===== src/hdl/rx_out_port_cfg.svh =====
// Constants for the receive parallel output port
`ifndef RX_OUT_PORT_CFG_SVH
`define RX_OUT_PORT_CFG_SVH

`define RXP_ADDR_W        8
`define RXP_OFF_CTRL      8'h00
`define RXP_OFF_STATUS    8'h04
`define RXP_OFF_MASK      8'h08
`define RXP_OFF_INFO      8'h0c

`define RXP_CTRL_RESET    1'b1
`define RXP_CTRL_DRV_EN   0
`define RXP_MASK_RESET    3'h0

`define RXP_EV_W          3
`define RXP_EV_CHAR       0
`define RXP_EV_COMMA      1
`define RXP_EV_REFRAME    2

`define RXP_INFO_DATA_LSB 0
`define RXP_INFO_ST_LSB   8
`define RXP_INFO_PAR      11
`define RXP_INFO_REFMODE  12
`define RXP_INFO_DECODER  13
`define RXP_INFO_HALF     14
`define RXP_INFO_PAR_EN   15
`define RXP_INFO_FRAMER   16

`define RXP_TERN_LOW      2'b00
`define RXP_TERN_HIGH     2'b10

`define RXP_COMMA_POS     7'h1f
`define RXP_COMMA_NEG     7'h60

`endif


===== src/hdl/rx_out_port_pkg.sv =====
// Types for the receive parallel output port
package rx_out_port_pkg;
	typedef enum logic [1:0] {
		TERN_LOW,
		TERN_MID,
		TERN_HIGH
	} tern_t;
endpackage : rx_out_port_pkg


===== src/hdl/rx_out_port.sv =====
// Receive parallel output port with AHB-Lite control and interrupt
//
// Contract
// [RULE_01] Status outputs change only after a rising edge of the selected clock.
// [RULE_02] Decoder bypassed: status bits 1..0 carry raw character bits 1..0.
// [RULE_03] Decoder bypassed: status bit 2 flags a comma in the output register.
// [RULE_04] Decoder enabled: status outputs carry received character status.
// [RULE_05] Parity control not low: parity output is odd parity over output bits.
// [RULE_06] Parity control low: parity output driver is released.
// [RULE_07] Clock select mid: true and complement recovered clocks time all outputs.
// [RULE_08] Recovered mode: output clock at character or dual-character rate by rate select.
// [RULE_09] Clock select low: output clock pair is a delayed copy of reference clock.
// [RULE_10] Delayed reference output enabled only in reference mode, slightly later.
// [RULE_11] Rate low: clocks at character rate; host latches on true rising edge.
// [RULE_12] Rate high: clocks at half rate; host latches alternately on both rises.
// [RULE_13] Reference mode ignores rate select; output clock follows reference clock.
// [RULE_14] Reframe enable high lets the framer realign character boundaries.
// [RULE_15] Status mode picks one of two schemes, used only with decoder enabled.
// [RULE_16] Ternary inputs decode low, mid, high; unconnected reads as mid.
// [RULE_17] Decoder bypassed: data outputs carry the eight upper raw bits.
// [RULE_18] Data, status and parity of one character change on the same edge.
//
// Chosen here: the AHB-Lite register port and the register offsets.
`timescale 1ns/1ps
`include "rx_out_port_cfg.svh"

module rx_out_port #(
	parameter int PERIOD_W = 16
) (
	input  wire logic        CORE_CLK_I,             // Core clock, 100 MHz
	input  wire logic        RST_I,                  // Synchronous reset, active high
	input  wire logic        HSEL_I,                 // AHB slave select
	input  wire logic [31:0] HADDR_I,                // AHB address
	input  wire logic [1:0]  HTRANS_I,               // AHB transfer type
	input  wire logic        HWRITE_I,               // AHB write
	input  wire logic [2:0]  HSIZE_I,                // AHB size
	input  wire logic [31:0] HWDATA_I,               // AHB write data
	input  wire logic        HREADY_I,               // AHB bus ready
	output logic      [31:0] HRDATA_O,               // AHB read data
	output logic             HREADYOUT_O,            // AHB slave ready
	output logic             HRESP_O,                // AHB response, always OKAY
	output logic             IRQ_O,                  // Interrupt, level high
	input  wire logic        CHAR_VALID_I,           // New character from framer/decoder
	input  wire logic [9:0]  RAW_CHAR_I,             // Raw framed character
	input  wire logic [7:0]  DEC_DATA_I,             // Decoded character
	input  wire logic [2:0]  DEC_STATUS_A_I,         // Status, first scheme
	input  wire logic [2:0]  DEC_STATUS_B_I,         // Status, second scheme
	input  wire logic        REFERENCE_CLOCK_I,      // Reference clock pin
	input  wire logic        RX_CLOCK_RATE_SEL_I,    // Rate select pin
	input  wire logic        REFRAME_ENABLE_I,       // Reframe enable pin, async
	input  wire logic [1:0]  RX_STATUS_MODE_SEL_I,   // Ternary status mode select
	input  wire logic [1:0]  RX_CLOCK_SOURCE_SEL_I,  // Ternary clock source select
	input  wire logic [1:0]  DECODER_MODE_SEL_I,     // Ternary decoder mode
	input  wire logic [1:0]  PARITY_CONTROL_I,       // Ternary parity control
	output logic      [7:0]  RX_DATA_OUT_O,          // Parallel data
	output logic      [2:0]  RX_STATUS_OUT_O,        // Parallel status
	output logic             RX_DATA_OE_O,           // Data and status drive enable
	output logic             RX_ODD_PARITY_OUT_O,    // Odd parity
	output logic             RX_ODD_PARITY_OUT_OE_O, // Parity drive enable
	output logic             RX_CHAR_CLOCK_OUT_P_O,  // True character clock
	output logic             RX_CHAR_CLOCK_OUT_N_O,  // Complement character clock
	output logic             RX_CHAR_CLOCK_OUT_OE_O, // Character clock drive enable
	output logic             RX_DELAYED_REFERENCE_CLOCK_OUT_O,    // Delayed reference clock
	output logic             RX_DELAYED_REFERENCE_CLOCK_OUT_OE_O, // Its drive enable
	output logic             FRAMER_ENABLE_O         // Framer realign permission
);

	// Pin synchronisers; first stage is read only by the second
	logic [11:0] pin_s1;
	logic [11:0] pin_s2;
	logic        ref_s3;
	logic        reframe_s3;

	always_ff @(posedge CORE_CLK_I)
	begin
		if (RST_I)
		begin
			pin_s1 <= 12'h000;
			pin_s2 <= 12'h000;
		end
		else
		begin
			pin_s1 <= {PARITY_CONTROL_I, DECODER_MODE_SEL_I, RX_CLOCK_SOURCE_SEL_I,
				RX_STATUS_MODE_SEL_I, REFRAME_ENABLE_I, RX_CLOCK_RATE_SEL_I,
				REFERENCE_CLOCK_I, 1'b1};
			pin_s2 <= pin_s1;
		end
	end

	wire logic ref_sync     = pin_s2[1];
	wire logic rate_half    = pin_s2[2];
	wire logic reframe_sync = pin_s2[3];
	// Bit 0 marks the pipe as filled; until then the reset codes read as low
	wire logic cfg_ready    = pin_s2[0];

	always_ff @(posedge CORE_CLK_I)
	begin
		if (RST_I)
		begin
			ref_s3     <= 1'b0;
			reframe_s3 <= 1'b0;
		end
		else
		begin
			ref_s3     <= ref_sync;
			reframe_s3 <= reframe_sync;
		end
	end

	wire logic ref_rise     = ref_sync & ~ref_s3;
	wire logic reframe_rise = reframe_sync & ~reframe_s3;

	// [RULE_16] ternary pin decode
	function automatic rx_out_port_pkg::tern_t tern_decode(input logic [1:0] code);
		if (code == `RXP_TERN_LOW)
			return rx_out_port_pkg::TERN_LOW;
		else if (code == `RXP_TERN_HIGH)
			return rx_out_port_pkg::TERN_HIGH;
		else
			return rx_out_port_pkg::TERN_MID;
	endfunction : tern_decode

	rx_out_port_pkg::tern_t status_mode;
	rx_out_port_pkg::tern_t clock_source;
	rx_out_port_pkg::tern_t decoder_mode;
	rx_out_port_pkg::tern_t parity_mode;

	always_comb
	begin
		status_mode  = tern_decode(pin_s2[5:4]);
		clock_source = tern_decode(pin_s2[7:6]);
		decoder_mode = tern_decode(pin_s2[9:8]);
		parity_mode  = tern_decode(pin_s2[11:10]);
	end

	wire logic ref_mode    = (clock_source == rx_out_port_pkg::TERN_LOW);
	wire logic dec_enabled = (decoder_mode != rx_out_port_pkg::TERN_LOW);
	wire logic par_enabled = (parity_mode != rx_out_port_pkg::TERN_LOW);

	// Holding stage: one character, overwritten if the reference clock is slower
	logic [9:0] pend_raw;
	logic [7:0] pend_data;
	logic [2:0] pend_st_a;
	logic [2:0] pend_st_b;
	logic       pend_fresh;

	always_ff @(posedge CORE_CLK_I)
	begin
		if (RST_I)
		begin
			pend_raw   <= 10'h000;
			pend_data  <= 8'h00;
			pend_st_a  <= 3'h0;
			pend_st_b  <= 3'h0;
			pend_fresh <= 1'b0;
		end
		else
		begin
			pend_fresh <= CHAR_VALID_I;
			if (CHAR_VALID_I)
			begin
				pend_raw  <= RAW_CHAR_I;
				pend_data <= DEC_DATA_I;
				pend_st_a <= DEC_STATUS_A_I;
				pend_st_b <= DEC_STATUS_B_I;
			end
		end
	end

	// Output field formation
	logic [7:0] next_data;
	logic [2:0] next_status;
	logic       next_parity;
	logic       next_comma;

	always_comb
	begin
		next_comma = (pend_raw[9:3] == `RXP_COMMA_POS) || (pend_raw[9:3] == `RXP_COMMA_NEG);
		if (dec_enabled)
		begin
			next_data = pend_data;
			// [RULE_04] [RULE_15] status scheme select
			if (status_mode == rx_out_port_pkg::TERN_HIGH)
				next_status = pend_st_b;
			else
				next_status = pend_st_a;
			// [RULE_05] parity over data
			next_parity = ~(^pend_data);
		end
		else
		begin
			// [RULE_17] upper raw bits
			next_data = pend_raw[9:2];
			// [RULE_02] [RULE_03] raw low bits and comma flag
			next_status = {next_comma, pend_raw[1:0]};
			// [RULE_05] parity over data and low status
			next_parity = ~(^{pend_raw[9:2], pend_raw[1:0]});
		end
	end

	// [RULE_01] [RULE_13] load on recovered character or reference rise only
	wire logic load_now = ref_mode ? ref_rise : pend_fresh;

	logic events_comma;

	// [RULE_18] one register for data, status and parity
	always_ff @(posedge CORE_CLK_I)
	begin
		if (RST_I)
		begin
			RX_DATA_OUT_O       <= 8'h00;
			RX_STATUS_OUT_O     <= 3'h0;
			RX_ODD_PARITY_OUT_O <= 1'b1;
			events_comma        <= 1'b0;
		end
		else
		begin
			events_comma <= 1'b0;
			if (load_now)
			begin
				RX_DATA_OUT_O       <= next_data;
				RX_STATUS_OUT_O     <= next_status;
				RX_ODD_PARITY_OUT_O <= next_parity;
				events_comma        <= next_comma;
			end
		end
	end

	// Character period measure; the fall lands midway between characters
	logic [PERIOD_W-1:0] since_char;
	logic [PERIOD_W-1:0] last_period;

	always_ff @(posedge CORE_CLK_I)
	begin
		if (RST_I)
		begin
			since_char  <= '0;
			last_period <= '0;
		end
		else if (pend_fresh)
		begin
			since_char  <= PERIOD_W'(1);
			last_period <= since_char;
		end
		else if (since_char != '1)
			since_char <= since_char + PERIOD_W'(1);
	end

	wire logic half_point = (since_char == (last_period >> 1)) || (last_period < PERIOD_W'(2));

	logic rec_clk;

	always_ff @(posedge CORE_CLK_I)
	begin
		if (RST_I)
			rec_clk <= 1'b0;
		// [RULE_12] half rate: one toggle per character
		else if (rate_half)
		begin
			if (pend_fresh)
				rec_clk <= ~rec_clk;
		end
		// [RULE_08] [RULE_11] character rate: rise per character, fall at half
		else if (pend_fresh)
			rec_clk <= 1'b1;
		else if (half_point)
			rec_clk <= 1'b0;
	end

	logic drv_en;

	always_ff @(posedge CORE_CLK_I)
	begin
		if (RST_I)
		begin
			RX_CHAR_CLOCK_OUT_P_O      <= 1'b0;
			RX_CHAR_CLOCK_OUT_N_O      <= 1'b1;
			RX_CHAR_CLOCK_OUT_OE_O     <= 1'b0;
			RX_DELAYED_REFERENCE_CLOCK_OUT_O    <= 1'b0;
			RX_DELAYED_REFERENCE_CLOCK_OUT_OE_O <= 1'b0;
			RX_DATA_OE_O               <= 1'b0;
			RX_ODD_PARITY_OUT_OE_O     <= 1'b0;
		end
		else
		begin
			// [RULE_09] [RULE_13] reference copy, else [RULE_07] recovered pair
			RX_CHAR_CLOCK_OUT_P_O  <= ref_mode ? ref_sync : rec_clk;
			RX_CHAR_CLOCK_OUT_N_O  <= ref_mode ? ~ref_sync : ~rec_clk;
			RX_CHAR_CLOCK_OUT_OE_O <= drv_en;
			// [RULE_10] one stage later, only in reference mode
			RX_DELAYED_REFERENCE_CLOCK_OUT_O    <= ref_mode & ref_s3;
			// Mode-dependent enables wait for the pins, so no pulse after reset
			RX_DELAYED_REFERENCE_CLOCK_OUT_OE_O <= drv_en & ref_mode & cfg_ready;
			RX_DATA_OE_O               <= drv_en;
			// [RULE_06] parity driver released when disabled
			RX_ODD_PARITY_OUT_OE_O     <= drv_en & par_enabled & cfg_ready;
		end
	end

	// [RULE_14] reframe permission after synchronising
	always_ff @(posedge CORE_CLK_I)
	begin
		if (RST_I)
			FRAMER_ENABLE_O <= 1'b0;
		else
			FRAMER_ENABLE_O <= reframe_sync;
	end

	// AHB-Lite slave, zero wait states
	wire logic addr_phase = HSEL_I & HTRANS_I[1] & HREADY_I;
	wire logic [`RXP_ADDR_W-1:0] addr_lo = HADDR_I[`RXP_ADDR_W-1:0];

	logic                   wr_pend;
	logic [`RXP_ADDR_W-1:0] wr_addr;
	logic [`RXP_EV_W-1:0]   ev_status;
	logic [`RXP_EV_W-1:0]   ev_mask;
	logic [31:0]            info_word;

	always_ff @(posedge CORE_CLK_I)
	begin
		if (RST_I)
		begin
			wr_pend <= 1'b0;
			wr_addr <= '0;
		end
		else
		begin
			wr_pend <= addr_phase & HWRITE_I;
			if (addr_phase)
				wr_addr <= addr_lo;
		end
	end

	always_ff @(posedge CORE_CLK_I)
	begin
		if (RST_I)
		begin
			drv_en  <= `RXP_CTRL_RESET;
			ev_mask <= `RXP_MASK_RESET;
		end
		else if (wr_pend)
		begin
			if (wr_addr == `RXP_OFF_CTRL)
				drv_en <= HWDATA_I[`RXP_CTRL_DRV_EN];
			else if (wr_addr == `RXP_OFF_MASK)
				ev_mask <= HWDATA_I[`RXP_EV_W-1:0];
		end
	end

	always_comb
	begin
		info_word = 32'h0000_0000;
		info_word[`RXP_INFO_DATA_LSB +: 8] = RX_DATA_OUT_O;
		info_word[`RXP_INFO_ST_LSB +: 3]   = RX_STATUS_OUT_O;
		info_word[`RXP_INFO_PAR]           = RX_ODD_PARITY_OUT_O;
		info_word[`RXP_INFO_REFMODE]       = ref_mode;
		info_word[`RXP_INFO_DECODER]       = dec_enabled;
		info_word[`RXP_INFO_HALF]          = rate_half;
		info_word[`RXP_INFO_PAR_EN]        = par_enabled;
		info_word[`RXP_INFO_FRAMER]        = FRAMER_ENABLE_O;
	end

	wire logic status_read = addr_phase & ~HWRITE_I & (addr_lo == `RXP_OFF_STATUS);

	always_ff @(posedge CORE_CLK_I)
	begin
		if (RST_I)
			HRDATA_O <= 32'h0000_0000;
		else if (addr_phase & ~HWRITE_I)
		begin
			if (addr_lo == `RXP_OFF_CTRL)
				HRDATA_O <= {31'h0000_0000, drv_en};
			else if (addr_lo == `RXP_OFF_STATUS)
				HRDATA_O <= {29'h0000_0000, ev_status};
			else if (addr_lo == `RXP_OFF_MASK)
				HRDATA_O <= {29'h0000_0000, ev_mask};
			else if (addr_lo == `RXP_OFF_INFO)
				HRDATA_O <= info_word;
			else
				HRDATA_O <= 32'h0000_0000;
		end
	end

	always_ff @(posedge CORE_CLK_I)
	begin
		if (RST_I)
		begin
			HREADYOUT_O <= 1'b0;
			HRESP_O     <= 1'b0;
		end
		else
		begin
			HREADYOUT_O <= 1'b1;
			HRESP_O     <= 1'b0;
		end
	end

	// Sticky events; a new event wins over the read clear
	logic [`RXP_EV_W-1:0] ev_set;

	always_comb
	begin
		ev_set = '0;
		ev_set[`RXP_EV_CHAR]    = load_now;
		ev_set[`RXP_EV_COMMA]   = events_comma;
		ev_set[`RXP_EV_REFRAME] = reframe_rise;
	end

	always_ff @(posedge CORE_CLK_I)
	begin
		if (RST_I)
			ev_status <= '0;
		else if (status_read)
			ev_status <= ev_set;
		else
			ev_status <= ev_status | ev_set;
	end

	always_ff @(posedge CORE_CLK_I)
	begin
		if (RST_I)
			IRQ_O <= 1'b0;
		else
			IRQ_O <= |(ev_status & ev_mask);
	end

endmodule : rx_out_port


===== config.mk =====
export PLATFORM = sky130hd
export DESIGN_NAME = rx_out_port
export DESIGN_NICKNAME = d
export VERILOG_FILES = /design/src/hdl/rx_out_port_pkg.sv /design/src/hdl/rx_out_port.sv
export VERILOG_INCLUDE_DIRS = /design/src /design/src/hdl
export SDC_FILE = /design/constraint.sdc
export NUM_CORES = 1
export LEC_CHECK = 0
export BUFFER_PORTS_ARGS = -buffer_cell sky130_fd_sc_hd__buf_2
export CAP_MARGIN = 10
export CORE_ASPECT_RATIO = 1.25
export CORE_MARGIN = 3
export CORE_UTILIZATION = 30
export CTS_CLUSTER_DIAMETER = 100
export DETAILED_ROUTE_END_ITERATION = 7
export SYNTH_ARGS = -nofsm -noshare
export SYNTH_HDL_FRONTEND = slang
export SYNTH_SLANG_ARGS = --single-unit

===== constraint.sdc =====
create_clock -name CORE_CLK_I -period 2.9 [get_ports CORE_CLK_I]
set_input_delay 0.435 -clock CORE_CLK_I [delete_from_list [all_inputs] [get_ports CORE_CLK_I]]
set_output_delay 0.435 -clock CORE_CLK_I [all_outputs]
set_load 0.02 [all_outputs]

==> results of run 1 <==
==> layout by cell type, fill, tap and decap left out, types with 8 or more instances in the layout <==
cell type and n:
nor2_1 95, a22oi_1 16, nand2_1 46, nor2b_1 28, nand3_1 8, xor2_1 16, nor3_1 11, nor4_1 10
a21oi_1 19, clkbuf_16 17, dfxtp_1 136, xnor2_1 22, mux2i_1 47, conb_1 16, a311oi_1 8, buf_2 90
==> power groups by stage <==
stage / registers, mW / logic, mW / clock network (mW)
3_3_place_gp: 2.02 / 0.333 / 0
4_1_cts: 1.98 / 0.336 / 2.02
6_report: 1.98 / 0.331 / 1.96
3_5_place_dp: 2.02 / 0.335 / 0
5_1_grt: 1.98 / 0.367 / 2.10
2_1_floorplan: 2.02 / 0.236 / 0
==> sequential cells by signal, indices dropped and copies added (netlist names), 3 cells and up <==
name,cells
pend_st_a,3
RX_STATUS_OUT_O,3
pend_st_b,3
ev_status,3
pend_data,8
pin_s1,12
wr_addr,8
pin_s2,12
HRDATA_O,17
RX_DATA_OUT_O,8
last_period,15
ev_mask,3
pend_raw,10
since_char,16
==> routing by layer <==
metal	track usage	part of all wire	up-vias
met5	0	0	-
met4	0.05612	0.017	0
met3	0.03341	0.058	19
met2	0.2118	0.48	99
met1	0.1548	0.45	1921
li1	-	-	2113
==> metrics by stage <==
stage	power, mW	cells	hold WS, ns	cell area, sq um	util
detailed placement	2.353	864	0.4212	6110	0.3438
floorplan	2.258	591	0.4130	5599	-
global route	4.447	896	0.2160	6655	0.3745
finish	4.270	896	0.2254	6655	0.3745
CTS	4.333	896	0.2047	6655	0.3745
global placement	2.349	864	0.4214	6110	0.3438
==> worst max-delay path: cells and delay by family (launching register included) <==
kind / cells / cell delay (ns)
flip-flops: 1 / 0.53
AND/OR/NAND/NOR: 4 / 0.97
XOR/XNOR: 1 / 0.16
==> worst max-delay path by stage <==
| stage | from | end | slack, ns | cells after the start |
|---|---|---|---|---|
| 2_1_floorplan | HADDR_I[4] | HRDATA_O[13] | 1.22 | 6 |
| 3_3_place_gp | HWRITE_I | HRDATA_O[1] | 0.85 | 5 |
| 3_5_place_dp | HWRITE_I | HRDATA_O[2] | 0.80 | 5 |
| 4_1_cts | since_char[1] | since_char[7] | 1.08 | 6 |
| 5_1_grt | since_char[1] | since_char[7] | 0.91 | 6 |
| 6_report | since_char[9] | since_char[7] | 1.11 | 5 |
==> cells by family (layout without fill, tap and decap cells) <==
kind of cell / Yosys count / in the layout
compound gates: 64 / 64
xor+xnor: 39 / 39
fa+ha+maj: 1 / 1
buf+inv: 54 / 135
flops: 136 / 136
mux: 51 / 51
other cells: 1 / 16
simple gates: 230 / 230
==> final cells by class <==
cell class | instances | area share
Sequential cell | 136 | 0.4091
Multi-Input combinational cell | 401 | 0.3879
Timing Repair Buffer | 97 | 0.07558
Clock buffer | 21 | 0.07069
Tap cell | 224 | 0.04211
Clock inverter | 11 | 0.01128
Inverter | 6 | 0.003384
==> flow_summary.yaml, run 1 <==
grt:
  grt_pass1_wl_um: 20220
  grt_pass1_vias: 3932
  grt-ovfl-total: 0
  track_usage: 0.1271
  grt_max_degree: 41
  antenna_found_initial: 0
setup_path:
  critPathRequiredTime_ns: 3.20
  reg2reg_slack_ns: 1.11
  cp-end-kind: "flip-flop"
  critPathKind: "flip-flop to flip-flop"
  worst_r2r_endpoint: "since_char[7]"
  slowest_stage: "nor4_4"
  cp_max_fo: 8
  cp.arrival_ns: 2.09
  r2r_cells: 5
  worstPathCellList: "nand4_4, nor4_4, nor3_1, xnor2_1, nor2_1"
  cpPeakStageDelay_ns: 0.57
  worstSetupStartpointType: "flip-flop"
  regToRegStartpoint: "since_char[9]"
layout:
  syn_to_final_growth_pct: 20.07
  regArea_sq_um: 2723
  num_antenna_cells: 0
  multi_input_area_sq_um: 2581
  num-nets-final: 770
  fillCellCount: 1795
  drive_gt1_frac: 0.2202
min_path:
  hold_class: "primary input to flip-flop"
  min-delay-start: "RX_STATUS_MODE_SEL_I[0]"
  whs_path_depth: 2
  hold-path-endpoint: "pin_s1[4]"
place:
  finalWeightedCongestion: 0.8141
  dp_slack_ns: 0.7960
  portBuffers: 91
  hpwl_um: 9094
floorplan:
  die-height_um: 158.0
  pin_count: 165
  start_util: 0.3119
  core_area_sq_um: 17770
  fp-row-count: 54
  die_w_um: 127.6
  die-area_sq_um: 20150
run:
  cap_viol_max_count: 0
sta:
  period_share: 0.6172
  clock_skew_ns: 0.008861
  max_freq_mhz: 558.7
  hold_viol: 0
  post-route-min-period_ns: 1.790
  setup_viol: 0
  slew_viol_final: 0
  max_slew_margin: 0.5198
  rsz0062_at_grt: "no"
  setup_ws_ns: 1.110
  worst_pin_slew_ns: 0.7203
  setup_tns_ns: 0
synthesis:
  synth-seq-area-share: 0.4912
  synth_top_cells_by_count: "dfxtp_1 (136), nor2_1 (95), mux2i_1 (47), nand2_1 (46), nor2b_1 (28)"
  synthAdderAreaFrac: 0.002257
  syn_inst: 576
  syn_area_sq_um: 5543
  synth_top_family_by_area: "simple AND/OR/NAND/NOR gates"
  post_synth_and_or_nand_nor_area_fraction: 0.2133
  synth_top_cell_by_area: "dfxtp_1"
  yosys_register_bits: 136
  synth_area_per_cell_sq_um: 9.623
  synth_area_leaders: "dfxtp_1 (49%), mux2i_1 (8.5%), nor2_1 (6.4%)"
  synthFlopType: "dfxtp_1"
  synthDistinctLibCells: 55
  yosysWarnings: 0
  synth_mux_area_frac: 0.09503
  synth_xor_area_frac: 0.06411
  synth_edf_count: 0
  synth_top_area_frac: 0.4912
  synth_compound_area_frac: 0.07878
  synthMostInstantiatedCell: "dfxtp_1"
  async_reset_ff_frac: 0
cts:
  cts_buffers: 17
  cts_tree: "done"
  cts.sinks: 136
  clk_latency_ns: 0.42
  clk_pin_slew_ns: 0.06
  clock_path_buffers: 2
  cts.repair.resized: 0
  ctsRootBufferMaster: "clkbuf_16"
  cts_hold_buf: 0
  post-cts-setup-buffers: 0
  h-tree-depth: 4
power:
  vdd_drop_max_v: 0.0004174
  p_seq_frac: 0.463
  p_int_mw: 3.227
  p_sw_frac: 0.2443
  combPwrFrac: 0.078
  power_density_nw_per_um2: 641.6
  p_clk_frac: 0.459
  p_leak_nw: 2.843
  p_switching_mw: 1.043
drt:
  vias_per_cell: 4.634
  vias: 4152
  routedWlPerCell_um: 14.10
  first_pass_iters: 4
  drt_iter0_drc: 179
  ant_nets: 0
  wl_um: 12630
  drcViolationCount: 0
outcome:
  status: "complete, no violations"
Power figures use the tool's default switching activity.
==> inputs of run 2 (changes only) <==
==> constraint.sdc (replaced) <==
create_clock -name CORE_CLK_I -period 1.4 [get_ports CORE_CLK_I]
set_input_delay 0.21 -clock CORE_CLK_I [delete_from_list [all_inputs] [get_ports CORE_CLK_I]]
set_output_delay 0.21 -clock CORE_CLK_I [all_outputs]
set_load 0.02 [all_outputs]
==> flow_summary.yaml, run 2 (synthesized netlist as in run 1, its figures left out) <==
setup_path:
  cp.arrival_ns: 1.84
  critPathKind: "flip-flop to flip-flop"
  regToRegStartpoint: "since_char[3]"
  r2r_cells: 4
  critPathRequiredTime_ns: 1.74
  worst_r2r_endpoint: "since_char[8]"
  worstSetupStartpointType: "flip-flop"
  cp-end-kind: "flip-flop"
  reg2reg_slack_ns: -0.10
  cp_max_fo: 5
layout:
  mostFrequentLayoutCells: "dfxtp_1 (116), nor2_1 (90), buf_2 (90), buf_4 (68), mux2i_1 (47)"
  final_common_cell: "dfxtp_1"
  largest_reg_flops: 17
  syn_to_final_growth_pct: 38.06
  top_register: "HRDATA_O"
  num_antenna_cells: 0
  num-nets-final: 853
  reg_top3: "HRDATA_O (17), since_char (16), last_period (15)"
  drive_gt1_frac: 0.3497
  fillCellCount: 1729
sta:
  rsz0062_at_grt: "yes"
  setup_viol: 12
  period_share: 1.072
  setup_tns_ns: -0.6214
  post-route-min-period_ns: 1.501
  holdWs_ns: 0.01552
  slew_viol_final: 0
  max_freq_mhz: 666.2
  hold_viol: 0
  clock_skew_ns: 0.009017
  setup_ws_ns: -0.1011
drt:
  wl_um: 13660
  routed.top_layer: "met4"
  drcViolationCount: 0
  routedWlPerCell_um: 13.95
  first_pass_iters: 4
  dr_wl_met2_um: 6669
  vias: 4459
  vias_per_cell: 4.555
  drt_iter0_drc: 190
  ant_nets: 0
  wl_met3_um: 567
  met1_length_um: 5987
power:
  p_clk_frac: 0.452
  p_seq_frac: 0.454
  combPwrFrac: 0.094
  vdd_drop_max_v: 0.0008670
  p_switching_mw: 2.283
  power_density_nw_per_um2: 1176
  p_leak_nw: 3.363
  p_sw_frac: 0.2536
  p_int_mw: 6.718
cts:
  h-tree-depth: 4
  cts_tree: "done"
  clock_path_buffers: 2
  ctsRootBufferMaster: "clkbuf_16"
  clk_pin_slew_ns: 0.06
  clk_latency_ns: 0.42
  cts.sinks: 136
  cts_buffers: 17
floorplan:
  fp-row-count: 54
  die-height_um: 158.0
  core_area_sq_um: 17770
  die_w_um: 127.6
  start_util: 0.3119
  pin_count: 165
  die-area_sq_um: 20150
outcome:
  violations: "setup timing"
  status: "complete, but fails checks"
min_path:
  whs_path_depth: 2
  hold_class: "primary input to flip-flop"
  min-delay-start: "RX_CLOCK_RATE_SEL_I"
  hold-path-endpoint: "pin_s1[2]"
grt:
  antenna_found_initial: 0
  grt_pass1_vias: 4417
  grt_pass1_wl_um: 22200
  track_usage: 0.1400
  grt-ovfl-total: 0
  grt_max_degree: 43
run:
  cap_viol_max_count: 0
place:
  finalWeightedCongestion: 0.7759
  hpwl_um: 9864
  portBuffers: 91
-- run 2: changes by cell type in the layout (fill, tap and decap cells not counted), moves of 4 or more --
cell and delta:
buf_4 +61, dfxtp_1 -20, dfxtp_2 +11, buf_12 +9, dfxtp_4 +9, dlygate4sd3_1 +9, nor2_1 -5, nor2_2 +4
-- run 2: worst max-delay path by stage --
stage / from / end / slack (ns) / depth (start not counted)
floorplan: since_char[1] / since_char[9] / -0.08 / 6
global placement: HADDR_I[4] / HRDATA_O[13] / -0.25 / 7
global route: since_char[3] / since_char[8] / -0.17 / 4
finish: since_char[3] / since_char[8] / -0.10 / 4
CTS: since_char[6] / since_char[13] / -0.06 / 4
detailed placement: HADDR_I[4] / HRDATA_O[9] / -0.26 / 7
-- run 2: power groups by stage --
stage,Combinational [mW],Sequential (mW),Clock (mW)
after global routing,0.933,4.10,4.36
after detailed placement,0.777,4.17,0
after floorplan,0.493,4.18,0
after global placement,0.771,4.17,0
after CTS,0.825,4.08,4.18
final,0.847,4.09,4.07
-- run 2: final cells by class --
class                           count  area, sq um  area share
Sequential cell                   136         2770      0.3620
Multi-Input combinational cell    401         2746      0.3589
Timing Repair Buffer              180         1292      0.1689
Clock buffer                       19        442.9     0.05788
Tap cell                          224        280.3     0.03663
Clock inverter                     13        97.59     0.01275
Inverter                            6        22.52    0.002943
-- run 2: stage by stage --
step	util	cell area [sq um]	power, mW	std cells	setup WS (ns)
2_1_floorplan	-	5650	4.677	591	-0.07560
3_3_place_gp	0.3785	6726	4.940	926	-0.2517
3_5_place_dp	0.3785	6726	4.948	926	-0.2625
4_1_cts	0.4216	7491	9.092	973	-0.06176
5_1_grt	0.4306	7652	9.396	979	-0.1695
6_report	0.4306	7652	9.001	979	-0.1011
-- run 2: routing by layer --
layer	vias up	track usage
met3	28	0.03476
met2	95	0.2354
met1	2054	0.1671
li1	2282	-
met4	0	0.06876
met5	-	0
-- run 2: worst max-delay path, stage by stage (launching register included) --
cell	delay (ns)
dfxtp_4	0.38
nand4_4	0.13
or2_4	0.32
or3_4	0.44
a31oi_1	0.15
-- run 2: timing repair --
action                                  in CTS  in global routing
cloned                                       1                  0
hold endpoints to repair                     9                  0
pin swaps                                   13                 18
setup buffers                                5                  6
hold buffers                                 9                  0
endpoints found under the setup margin      23                 29
gates resized for setup                     16                 30
